$ cat config.mk
export PLATFORM = sky130hd
export DESIGN_NAME = sram_passthrough_wired_to_rf
export DESIGN_NICKNAME = d
export VERILOG_FILES = /design/src/passthrough_pkg.sv /design/src/input_sync.sv /design/src/detect_pin_drive.sv /design/src/sram_passthrough_wired_to_rf.sv
export SDC_FILE = /design/constraint.sdc
export NUM_CORES = 1
export LEC_CHECK = 0
export ABC_AREA = 0
export BUFFER_PORTS_ARGS = -buffer_cell sky130_fd_sc_hd__buf_2
export CELL_PAD_IN_SITES_DETAIL_PLACEMENT = 1
export CELL_PAD_IN_SITES_GLOBAL_PLACEMENT = 1
export CORE_MARGIN = 3
export CORE_UTILIZATION = 43
export CTS_BUF_LIST = sky130_fd_sc_hd__clkbuf_8 sky130_fd_sc_hd__clkbuf_16
export CTS_CLUSTER_SIZE = 14
export DETAILED_ROUTE_END_ITERATION = 10
export GPL_ROUTABILITY_DRIVEN = 0
export PLACE_DENSITY = 0.74
export SYNTH_ARGS = -nofsm -noshare
export SYNTH_HDL_FRONTEND = slang
export SYNTH_HIERARCHICAL = 1
export SYNTH_SLANG_ARGS = --single-unit
$ cat constraint.sdc
create_clock -name REF_CLK -period 2 [get_ports REF_CLK]
set_input_delay 0.1 -clock REF_CLK [delete_from_list [all_inputs] [get_ports REF_CLK]]
set_output_delay 0.1 -clock REF_CLK [all_outputs]
set_load 0.02 [all_outputs]
$ cat src/passthrough_pkg.sv
// Constants, types and register map of the wired-to-contactless buffer handover.
// Assumes one system clock; the contactless link clock is sampled as data.
//
// Operation
// While the wired side owns the buffer, a completed wired write to the terminator page sets the ready flag.
// That same terminator write clears wired ownership and returns the arbiter to idle.
// From idle with the ready flag set, the arbiter grants the buffer to the contactless side.
// A contactless read whose page range covers the terminator page clears the ready flag and contactless ownership.
// The wired host writes new buffer data only after the contactless side has read the terminator page.
// The contactless reader polls the ready flag in the session status register to learn of new data.
// When the detect-pin selector fields at config bits 5:2 ask for it, the detect pin signals a finished read.
// Addressing the device on the wired bus grants wired ownership when the arbiter is idle and the ready flag is clear.
// The handshake works only while pass-through is enabled; the buffer then spans 16 pages.
// The terminator page defaults to the last of the 16 pages and is configurable.
package passthrough_pkg;

  // ----------------------------------------------------------------------
  // Widths
  // ----------------------------------------------------------------------
  localparam int ADDR_W     = 8;
  localparam int DATA_W     = 8;
  localparam int PAGE_W     = 4;
  localparam int IRQ_W      = 4;
  localparam int LINK_IN_W  = 11;

  // ----------------------------------------------------------------------
  // Register offsets
  // ----------------------------------------------------------------------
  localparam logic [ADDR_W-1:0] OFFS_CONFIG      = 8'h00;
  localparam logic [ADDR_W-1:0] OFFS_TERM_PAGE   = 8'h01;
  localparam logic [ADDR_W-1:0] OFFS_STATUS      = 8'h02;
  localparam logic [ADDR_W-1:0] OFFS_IRQ_STATUS  = 8'h03;
  localparam logic [ADDR_W-1:0] OFFS_IRQ_MASK    = 8'h04;
  localparam logic [ADDR_W-1:0] OFFS_HANDOVERS   = 8'h05;

  // ----------------------------------------------------------------------
  // Field positions
  // ----------------------------------------------------------------------
  localparam int CFG_PASSTHROUGH_BIT  = 0;
  localparam int CFG_ASSERT_SEL_LSB   = 2;
  localparam int CFG_RELEASE_SEL_LSB  = 4;
  localparam int ST_WIRED_BIT         = 0;
  localparam int ST_CONTACTLESS_BIT   = 1;
  localparam int ST_READY_BIT         = 2;
  localparam int ST_PIN_LEVEL_BIT     = 3;
  localparam int IRQ_READY_BIT        = 0;
  localparam int IRQ_CONSUMED_BIT     = 1;
  localparam int IRQ_REFUSED_BIT      = 2;
  localparam int IRQ_STRAY_READ_BIT   = 3;

  // ----------------------------------------------------------------------
  // Values and reset values
  // ----------------------------------------------------------------------
  localparam logic [DATA_W-1:0] CFG_WRITE_MASK   = 8'h3F;
  localparam logic [DATA_W-1:0] CFG_RESET        = 8'h00;
  localparam logic [PAGE_W-1:0] TERM_PAGE_RESET  = 4'hF;
  localparam logic [IRQ_W-1:0]  IRQ_MASK_RESET   = 4'h0;
  localparam logic [1:0]        DETECT_SEL_PASS  = 2'h3;
  localparam logic [DATA_W-1:0] HANDOVER_STEP    = 8'h01;

  // ----------------------------------------------------------------------
  // Types
  // ----------------------------------------------------------------------
  typedef enum logic [1:0] {
    ARB_IDLE,
    ARB_WIRED,
    ARB_CONTACTLESS
  } arb_e;

  typedef struct packed {
    logic [PAGE_W-1:0] first_page;
    logic [PAGE_W-1:0] last_page;
  } rf_read_s;

  typedef struct packed {
    logic              link_clk;
    logic              valid;
    rf_read_s          pages;
    logic              pin_level;
  } link_in_s;

  typedef struct packed {
    logic              addressed;
    logic              write_done;
    logic [PAGE_W-1:0] write_page;
  } wired_evt_s;

endpackage : passthrough_pkg

$ cat src/input_sync.sv
// Three-stage synchroniser for a vector of asynchronous inputs.
// A new level is taken once stages two and three agree.
`timescale 1ns/1ps
module input_sync #(
  parameter int W = 1
) (
  // Clock and reset
  input  wire logic         clk,
  input  wire logic         rst_b,
  input  wire logic         ce,
  // Data
  input  wire logic [W-1:0] raw,
  output logic      [W-1:0] stable
);

  typedef struct packed {
    logic [W-1:0] s1;
    logic [W-1:0] s2;
    logic [W-1:0] s3;
    logic [W-1:0] filt;
  } sync_s;

  sync_s q;
  sync_s next_q;

  // ----------------------------------------------------------------------
  // Per-bit filter
  // ----------------------------------------------------------------------
  always_comb begin
    next_q    = q;
    next_q.s1 = raw;
    next_q.s2 = q.s1;
    next_q.s3 = q.s2;
    for (int i = 0; i < W; i++) begin
      if (q.s2[i] == q.s3[i]) begin
        next_q.filt[i] = q.s3[i];
      end
    end
  end

  always_ff @(posedge clk or negedge rst_b) begin
    if (!rst_b) begin
      q <= '0;
    end else if (ce) begin
      q <= next_q;
    end
  end

  assign stable = q.filt;

endmodule : input_sync

$ cat src/detect_pin_drive.sv
// Open-drain detect pin: pulled low after a contactless read, let go on release.
// Assumes one-cycle event pulses on the system clock.
`timescale 1ns/1ps
module detect_pin_drive (
  // Clock and reset
  input  wire logic       clk,
  input  wire logic       rst_b,
  input  wire logic       ce,
  // Control
  input  wire logic       enable,
  input  wire logic [1:0] assert_sel,
  input  wire logic [1:0] release_sel,
  input  wire logic       consumed,
  input  wire logic       release_evt,
  // Pin
  output logic            pin_o,
  output logic            pin_oe
);

  typedef struct packed {
    logic pin_o;
    logic pin_oe;
  } pin_s;

  pin_s q;
  pin_s next_q;

  // ----------------------------------------------------------------------
  // Assert wins over release
  // ----------------------------------------------------------------------
  always_comb begin
    next_q       = q;
    next_q.pin_o = 1'b0;
    if (!enable) begin
      next_q.pin_oe = 1'b0;
    end else if (consumed && assert_sel == passthrough_pkg::DETECT_SEL_PASS) begin
      next_q.pin_oe = 1'b1;
    end else if (release_evt && release_sel == passthrough_pkg::DETECT_SEL_PASS) begin
      next_q.pin_oe = 1'b0;
    end
  end

  always_ff @(posedge clk or negedge rst_b) begin
    if (!rst_b) begin
      q <= '0;
    end else if (ce) begin
      q <= next_q;
    end
  end

  assign pin_o  = q.pin_o;
  assign pin_oe = q.pin_oe;

endmodule : detect_pin_drive

$ cat src/sram_passthrough_wired_to_rf.sv
// Buffer ownership arbiter for the wired-to-contactless pass-through direction.
// Wired events come from logic on REF_CLK; the contactless link and pin are asynchronous.
`timescale 1ns/1ps
module sram_passthrough_wired_to_rf (
  // Clock, reset, enable
  input  wire logic       REF_CLK,
  input  wire logic       RST_B,
  input  wire logic       CE,
  // Register port
  input  wire logic [7:0] ADDR,
  input  wire logic [7:0] WDATA,
  input  wire logic       WR,
  input  wire logic       RD,
  output logic      [7:0] RDATA,
  // Wired side events
  input  wire logic       WIRED_ADDRESSED,
  input  wire logic       WIRED_WRITE_DONE,
  input  wire logic [3:0] WIRED_WRITE_PAGE,
  // Contactless read link
  input  wire logic       RF_LINK_CLK,
  input  wire logic       RF_LINK_VALID,
  input  wire logic [3:0] RF_LINK_FIRST,
  input  wire logic [3:0] RF_LINK_LAST,
  // Field detect pin
  input  wire logic       FIELD_DETECT_PIN_I,
  output logic            FIELD_DETECT_PIN_O,
  output logic            FIELD_DETECT_PIN_OE,
  // Status and interrupt
  output logic            IRQ,
  output logic            WIRED_OWNS,
  output logic            CONTACTLESS_OWNS,
  output logic            BUFFER_READY
);

  // ----------------------------------------------------------------------
  // State
  // ----------------------------------------------------------------------
  typedef struct packed {
    passthrough_pkg::arb_e                           arb;
    logic                                            ready;
    logic [passthrough_pkg::DATA_W-1:0]              cfg;
    logic [passthrough_pkg::PAGE_W-1:0]              term_page;
    logic [passthrough_pkg::IRQ_W-1:0]               irq_status;
    logic [passthrough_pkg::IRQ_W-1:0]               irq_mask;
    logic [passthrough_pkg::DATA_W-1:0]              handovers;
    logic [passthrough_pkg::DATA_W-1:0]              rdata;
    logic                                            irq;
    logic                                            link_clk_prev;
    logic                                            wired_owns;
    logic                                            contactless_owns;
  } arb_state_s;

  localparam arb_state_s RESET_STATE = '{
    arb:              passthrough_pkg::ARB_IDLE,
    ready:            1'b0,
    cfg:              passthrough_pkg::CFG_RESET,
    term_page:        passthrough_pkg::TERM_PAGE_RESET,
    irq_status:       '0,
    irq_mask:         passthrough_pkg::IRQ_MASK_RESET,
    handovers:        '0,
    rdata:            '0,
    irq:              1'b0,
    link_clk_prev:    1'b0,
    wired_owns:       1'b0,
    contactless_owns: 1'b0
  };

  arb_state_s q;
  arb_state_s next_q;

  // ----------------------------------------------------------------------
  // Input gathering and synchronisation
  // ----------------------------------------------------------------------
  passthrough_pkg::link_in_s   link_raw;
  passthrough_pkg::link_in_s   link_sync;
  passthrough_pkg::wired_evt_s wired;

  assign link_raw.link_clk         = RF_LINK_CLK;
  assign link_raw.valid            = RF_LINK_VALID;
  assign link_raw.pages.first_page = RF_LINK_FIRST;
  assign link_raw.pages.last_page  = RF_LINK_LAST;
  assign link_raw.pin_level        = FIELD_DETECT_PIN_I;

  assign wired.addressed  = WIRED_ADDRESSED;
  assign wired.write_done = WIRED_WRITE_DONE;
  assign wired.write_page = WIRED_WRITE_PAGE;

  input_sync #(
    .W (passthrough_pkg::LINK_IN_W)
  ) u_link_sync (
    .clk    (REF_CLK),
    .rst_b  (RST_B),
    .ce     (CE),
    .raw    (link_raw),
    .stable (link_sync)
  );

  // ----------------------------------------------------------------------
  // Decoded control fields
  // ----------------------------------------------------------------------
  logic       pt_en;
  logic [1:0] assert_sel;
  logic [1:0] release_sel;

  assign pt_en       = q.cfg[passthrough_pkg::CFG_PASSTHROUGH_BIT];
  assign assert_sel  = q.cfg[passthrough_pkg::CFG_ASSERT_SEL_LSB +: 2];
  assign release_sel = q.cfg[passthrough_pkg::CFG_RELEASE_SEL_LSB +: 2];

  // ----------------------------------------------------------------------
  // Contactless read decode
  // ----------------------------------------------------------------------
  logic link_rise;
  logic rf_read;
  logic covers_term;

  // Read range may wrap past the last page
  always_comb begin
    link_rise = link_sync.link_clk && !q.link_clk_prev;
    rf_read   = link_rise && link_sync.valid;
    if (link_sync.pages.first_page <= link_sync.pages.last_page) begin
      covers_term = (link_sync.pages.first_page <= q.term_page) &&
                    (q.term_page <= link_sync.pages.last_page);
    end else begin
      covers_term = (link_sync.pages.first_page <= q.term_page) ||
                    (q.term_page <= link_sync.pages.last_page);
    end
  end

  // ----------------------------------------------------------------------
  // Wired write decode
  // ----------------------------------------------------------------------
  logic term_write;

  assign term_write = wired.write_done && (wired.write_page == q.term_page);

  // ----------------------------------------------------------------------
  // Arbiter, registers, interrupt
  // ----------------------------------------------------------------------
  logic [passthrough_pkg::IRQ_W-1:0] irq_events;
  logic                              ev_consumed;
  logic                              ev_release;
  logic                              irq_clear;
  logic [passthrough_pkg::DATA_W-1:0] status_word;

  always_comb begin
    next_q      = q;
    irq_events  = '0;
    ev_consumed = 1'b0;
    ev_release  = 1'b0;
    next_q.link_clk_prev = link_sync.link_clk;

    case (q.arb)
      passthrough_pkg::ARB_IDLE: begin
        if (pt_en && q.ready) begin
          next_q.arb       = passthrough_pkg::ARB_CONTACTLESS;
          next_q.handovers = q.handovers + passthrough_pkg::HANDOVER_STEP;
        end else if (pt_en && wired.addressed) begin
          next_q.arb = passthrough_pkg::ARB_WIRED;
          ev_release = 1'b1;
        end
        if (rf_read && covers_term) begin
          irq_events[passthrough_pkg::IRQ_STRAY_READ_BIT] = 1'b1;
        end
      end
      passthrough_pkg::ARB_WIRED: begin
        if (term_write) begin
          next_q.ready = 1'b1;
          next_q.arb   = passthrough_pkg::ARB_IDLE;
          irq_events[passthrough_pkg::IRQ_READY_BIT] = 1'b1;
        end
        if (rf_read && covers_term) begin
          irq_events[passthrough_pkg::IRQ_STRAY_READ_BIT] = 1'b1;
        end
      end
      passthrough_pkg::ARB_CONTACTLESS: begin
        if (rf_read && covers_term) begin
          next_q.ready = 1'b0;
          next_q.arb   = passthrough_pkg::ARB_IDLE;
          ev_consumed  = 1'b1;
          irq_events[passthrough_pkg::IRQ_CONSUMED_BIT] = 1'b1;
        end
        // Wired writes here break the handshake and are only flagged
        if (wired.write_done) begin
          irq_events[passthrough_pkg::IRQ_REFUSED_BIT] = 1'b1;
        end
      end
      default: begin
        next_q.arb = passthrough_pkg::ARB_IDLE;
      end
    endcase

    if (!pt_en) begin
      next_q.arb   = passthrough_pkg::ARB_IDLE;
      next_q.ready = 1'b0;
    end

    // Register writes
    if (WR) begin
      case (ADDR)
        passthrough_pkg::OFFS_CONFIG: begin
          next_q.cfg = WDATA & passthrough_pkg::CFG_WRITE_MASK;
        end
        passthrough_pkg::OFFS_TERM_PAGE: begin
          next_q.term_page = WDATA[passthrough_pkg::PAGE_W-1:0];
        end
        passthrough_pkg::OFFS_IRQ_MASK: begin
          next_q.irq_mask = WDATA[passthrough_pkg::IRQ_W-1:0];
        end
        default: begin
        end
      endcase
    end

    // Register reads, data valid one cycle later only
    status_word = '0;
    status_word[passthrough_pkg::ST_WIRED_BIT]       = q.wired_owns;
    status_word[passthrough_pkg::ST_CONTACTLESS_BIT] = q.contactless_owns;
    status_word[passthrough_pkg::ST_READY_BIT]       = q.ready;
    status_word[passthrough_pkg::ST_PIN_LEVEL_BIT]   = link_sync.pin_level;
    irq_clear    = 1'b0;
    next_q.rdata = '0;
    if (RD) begin
      case (ADDR)
        passthrough_pkg::OFFS_CONFIG: begin
          next_q.rdata = q.cfg;
        end
        passthrough_pkg::OFFS_TERM_PAGE: begin
          next_q.rdata = {{(passthrough_pkg::DATA_W-passthrough_pkg::PAGE_W){1'b0}}, q.term_page};
        end
        passthrough_pkg::OFFS_STATUS: begin
          next_q.rdata = status_word;
        end
        passthrough_pkg::OFFS_IRQ_STATUS: begin
          next_q.rdata = {{(passthrough_pkg::DATA_W-passthrough_pkg::IRQ_W){1'b0}}, q.irq_status};
          irq_clear    = 1'b1;
        end
        passthrough_pkg::OFFS_IRQ_MASK: begin
          next_q.rdata = {{(passthrough_pkg::DATA_W-passthrough_pkg::IRQ_W){1'b0}}, q.irq_mask};
        end
        passthrough_pkg::OFFS_HANDOVERS: begin
          next_q.rdata = q.handovers;
        end
        default: begin
          next_q.rdata = '0;
        end
      endcase
    end

    // Sticky events; a new event beats the read-clear
    next_q.irq_status = (irq_clear ? '0 : q.irq_status) | irq_events;
    next_q.irq        = |(next_q.irq_status & next_q.irq_mask);

    next_q.wired_owns       = (next_q.arb == passthrough_pkg::ARB_WIRED);
    next_q.contactless_owns = (next_q.arb == passthrough_pkg::ARB_CONTACTLESS);
  end

  always_ff @(posedge REF_CLK or negedge RST_B) begin
    if (!RST_B) begin
      q <= RESET_STATE;
    end else if (CE) begin
      q <= next_q;
    end
  end

  // ----------------------------------------------------------------------
  // Field detect pin
  // ----------------------------------------------------------------------
  detect_pin_drive u_detect (
    .clk         (REF_CLK),
    .rst_b       (RST_B),
    .ce          (CE),
    .enable      (pt_en),
    .assert_sel  (assert_sel),
    .release_sel (release_sel),
    .consumed    (ev_consumed),
    .release_evt (ev_release),
    .pin_o       (FIELD_DETECT_PIN_O),
    .pin_oe      (FIELD_DETECT_PIN_OE)
  );

  // ----------------------------------------------------------------------
  // Outputs
  // ----------------------------------------------------------------------
  assign RDATA            = q.rdata;
  assign IRQ              = q.irq;
  assign WIRED_OWNS       = q.wired_owns;
  assign CONTACTLESS_OWNS = q.contactless_owns;
  assign BUFFER_READY     = q.ready;

endmodule : sram_passthrough_wired_to_rf

==> flow_summary.rst <==
.. list-table::
   :header-rows: 1

   * - Metric
     - Value
   * - Number of storage elements in the synthesis netlist
     - 86
   * - Placeable core region
     - 10000 um2
   * - Tmin final
     - 2.11 ns
   * - Number of non-filler instances in the completed layout
     - 585
   * - Average instance area after synthesis
     - 11.8 um2
   * - Leading cell type in the layout, fill and taps excluded
     - dfrtp_1
   * - Reg-to-reg startpoint
     - q[29]$_DFFE_PN1P_
   * - Syn_nets
     - 432
   * - Number of instances in the synthesized netlist
     - 381
   * - Number of endpoints failing setup at the final stage
     - 4
   * - Setup slack of the critical path after layout
     - -0.109 ns
   * - N_diodes
     - 0
   * - Run status
     - finished with violations
   * - Antenna violations before repair
     - 0
   * - Start point of the worst min-delay path
     - WDATA[1]
   * - Fraction of layout instances using a drive strength above 1
     - 0.363
   * - Number of buffers added on ports
     - 48
   * - Total chip power
     - 4650 uW
   * - Die Height
     - 108 um
   * - Post-synth design cell area
     - 4510 um2
   * - Hold Vio Cnt, Final
     - 0
   * - Signal arrival time at the worst endpoint
     - 2.35 ns
   * - Number of enable flip-flop cells after synthesis
     - 0
   * - Via count
     - 3135
   * - Clk slew on worst S/H paths
     - 0.09 ns
   * - Power density over cell area
     - 874 nW/um2
   * - Data required, critical path
     - 2.24 ns
   * - LEAKAGE
     - 0.00249 uW
   * - Final #Nets
     - 499
   * - Overall global routing resource usage
     - 0.181
   * - Yosys warning total
     - 6
   * - Largest net degree at the start of global routing
     - 66
   * - Maximum buffer depth of the clock tree
     - 2
   * - Portion of synthesized cell area occupied by the leading cell type
     - 0.455
   * - Ys async rst share
     - 1.00
   * - Die ar.
     - 11800 um2
   * - Hold Crit Class
     - input port to register
   * - Final TNS setup
     - -0.224 ns
   * - Most frequently used flop master after synthesis
     - dfrtp_1
   * - DRC violation count after routing
     - 0
   * - Grt total ovfl
     - 0
   * - Portion of the clock cycle consumed by the worst path in the final layout
     - 1.05
   * - Initial Utilization
     - 0.451
   * - Maximum vdd drop
     - 0.504 mV
   * - Largest clock skew in the final design
     - 0.0115 ns
   * - TritonCTS Sinks
     - 86
   * - Number of routed nets with antenna violations
     - 0
   * - Violations in the final reports
     - setup timing
   * - Layout Area Growth over Synthesis
     - 18.0%
   * - RSZ-0062 raised after global routing
     - true
   * - Number of cells after detailed placement
     - 553
   * - Htree depth
     - 3
   * - Origin of the worst setup path
     - q[29]$_DFFE_PN1P_
   * - Largest driver fanout on the critical path
     - 4
   * - Floorplan row count
     - 36
   * - Netlist cell types
     - 51
   * - Crit Path Class
     - register to register
   * - Vias in the first global route
     - 3233
   * - Startpoint kind of the worst setup timing path
     - register
   * - Initial DRC Count
     - 101
   * - Total wire length
     - 10200 um
   * - Critical Path Sink Type
     - register
   * - Number of vias per cell after detailed routing
     - 5.36
   * - First-pass iteration count of the detailed router
     - 5
   * - Count of boundary I/O pins
     - 52
   * - Count of pins over their slew limit
     - 0
   * - Top area cells in the synthesized netlist
     - dfrtp_1 (45%), mux2_4 (8.0%), mux2_2 (6.0%)
   * - Proportion of synthesized chip area in sequential cells
     - 0.478
   * - Minimum setup slack after placement
     - -0.273 ns
   * - Clock latency at the later pin of the worst-skew pair
     - 0.36 ns
   * - Root Driver
     - clkbuf_8
   * - Global-route wire length before repair
     - 16400 um
   * - Number of buffers inserted during clock tree synthesis
     - 9
   * - Commonest cells after routing, fill and taps aside
     - dfrtp_1 (82), buf_2 (46), inv_1 (25)
   * - CTS tree
     - yes
   * - Detailed placement HPWL
     - 7250 um
   * - Die width
     - 108 um
   * - Average wire per standard cell
     - 17.4 um
   * - Highest Clock Rate
     - 474 MHz
   * - Reported max-cap violation count
     - 0
   * - Area leader, netlist
     - dfrtp_1
area by class of cell:
class,count,area [um2]
clock buffer,9,124
clock inverter,6,87.6
fill,1093,4680
inverter,24,90.1
multi-input combinational,239,2090
sequential,86,2160
tap,133,166
timing repair buffer,88,613
worst max-delay path, stage by stage (launching register included):
cell	delay [ns]
dfstp_2	0.54
inv_1	0.06
ha_4	0.26
nor2b_4	0.14
o21ai_2	0.08
a21oi_2	0.16
a211oi_2	0.10
nand2_2	0.13
o211ai_1	0.12
a2111o_1	0.39
cell usage after synthesis, types with 2 or more instances:
cell type	number
buf_4	20
nand3_1	7
dfstp_2	4
ha_1	13
a22o_1	11
o22ai_1	4
mux2_2	24
o21ai_0	16
mux4_2	4
a2111o_1	2
mux2_4	24
nor2_1	19
a21o_1	9
xor2_1	4
a21oi_1	10
a31oi_1	2
nor2b_1	5
clkbuf_1	2
dfrtp_1	82
nand2_1	23
buf_2	3
o2bb2ai_1	2
buf_6	7
and3_1	4
nor3_1	2
inv_1	24
nand2b_1	11
xnor2_1	7
nand4_1	5
mux2i_1	4
a22oi_1	6
a211oi_1	2
power by group:
group	internal (uW)	switching [uW]	leakage, uW
sequential	1960	190	0.00105
combinational	638	527	0.00134
clock	697	638	0.000103
flip-flops by register name, summed over array words and instances, names as in the netlist, 2 cells and up:
register / cells
q: 26
u_link_sync/next_q: 22
u_link_sync/stable: 11
RDATA: 8
assert_sel: 2
u_link_sync/q: 11
metal layers:
layer / global-route usage / up-vias / wire [um]
met5: 0 / - / 0
met4: 0.0568 / 0 / 202
met3: 0.0436 / 16 / 467
met2: 0.311 / 71 / 5190
met1: 0.224 / 1584 / 4330
li1: - / 1464 / -
cell families after synthesis:
group,after synthesis,synth area share
flip-flops,86,0.478
buffers and inverters,56,0.0757
adder cells (fa/ha/maj),13,0.0360
AO/OA/AOI/OAI,73,0.113
multiplexers,56,0.169
AND/OR/NAND/NOR,85,0.106
XOR/XNOR,11,0.0213
other,1,0.000831
per-stage QoR:
stage	area, um2	hold slack [ns]	utilization
finish	5320	0.0182	0.532
global route	5320	0.0257	0.532
CTS	5310	0.0169	0.531
detailed placement	4880	0.0212	0.488
global placement	4880	0.00642	0.488
floorplan	4520	-0.196	-
path summary, 6_finish.rpt:
path | cells after the start | slack, ns | endpoint
max | 9 | -0.11 | IRQ$_DFFE_PN0P_
min | 2 | 0.02 | q[21]$_DFFE_PN0P_
max reg2reg | 9 | -0.11 | IRQ$_DFFE_PN0P_
min reg2reg | 1 | 0.49 | q[19]$_DFFE_PN0P_
max in group asynchronous | 3 | 1.12 | q[28]$_DFFE_PN1P_
min in group asynchronous | 2 | 0.16 | RDATA[4]$_DFFE_PN0P_
repair_timing:
item	4_1_cts	5_1_grt
hold buffers	14	0
endpoints found under the hold margin	34	0
setup buffers	2	1
pin swaps	8	3
resized for setup	16	3
setup endpoints to repair	6	7
(Power assumes the default switching activity.)
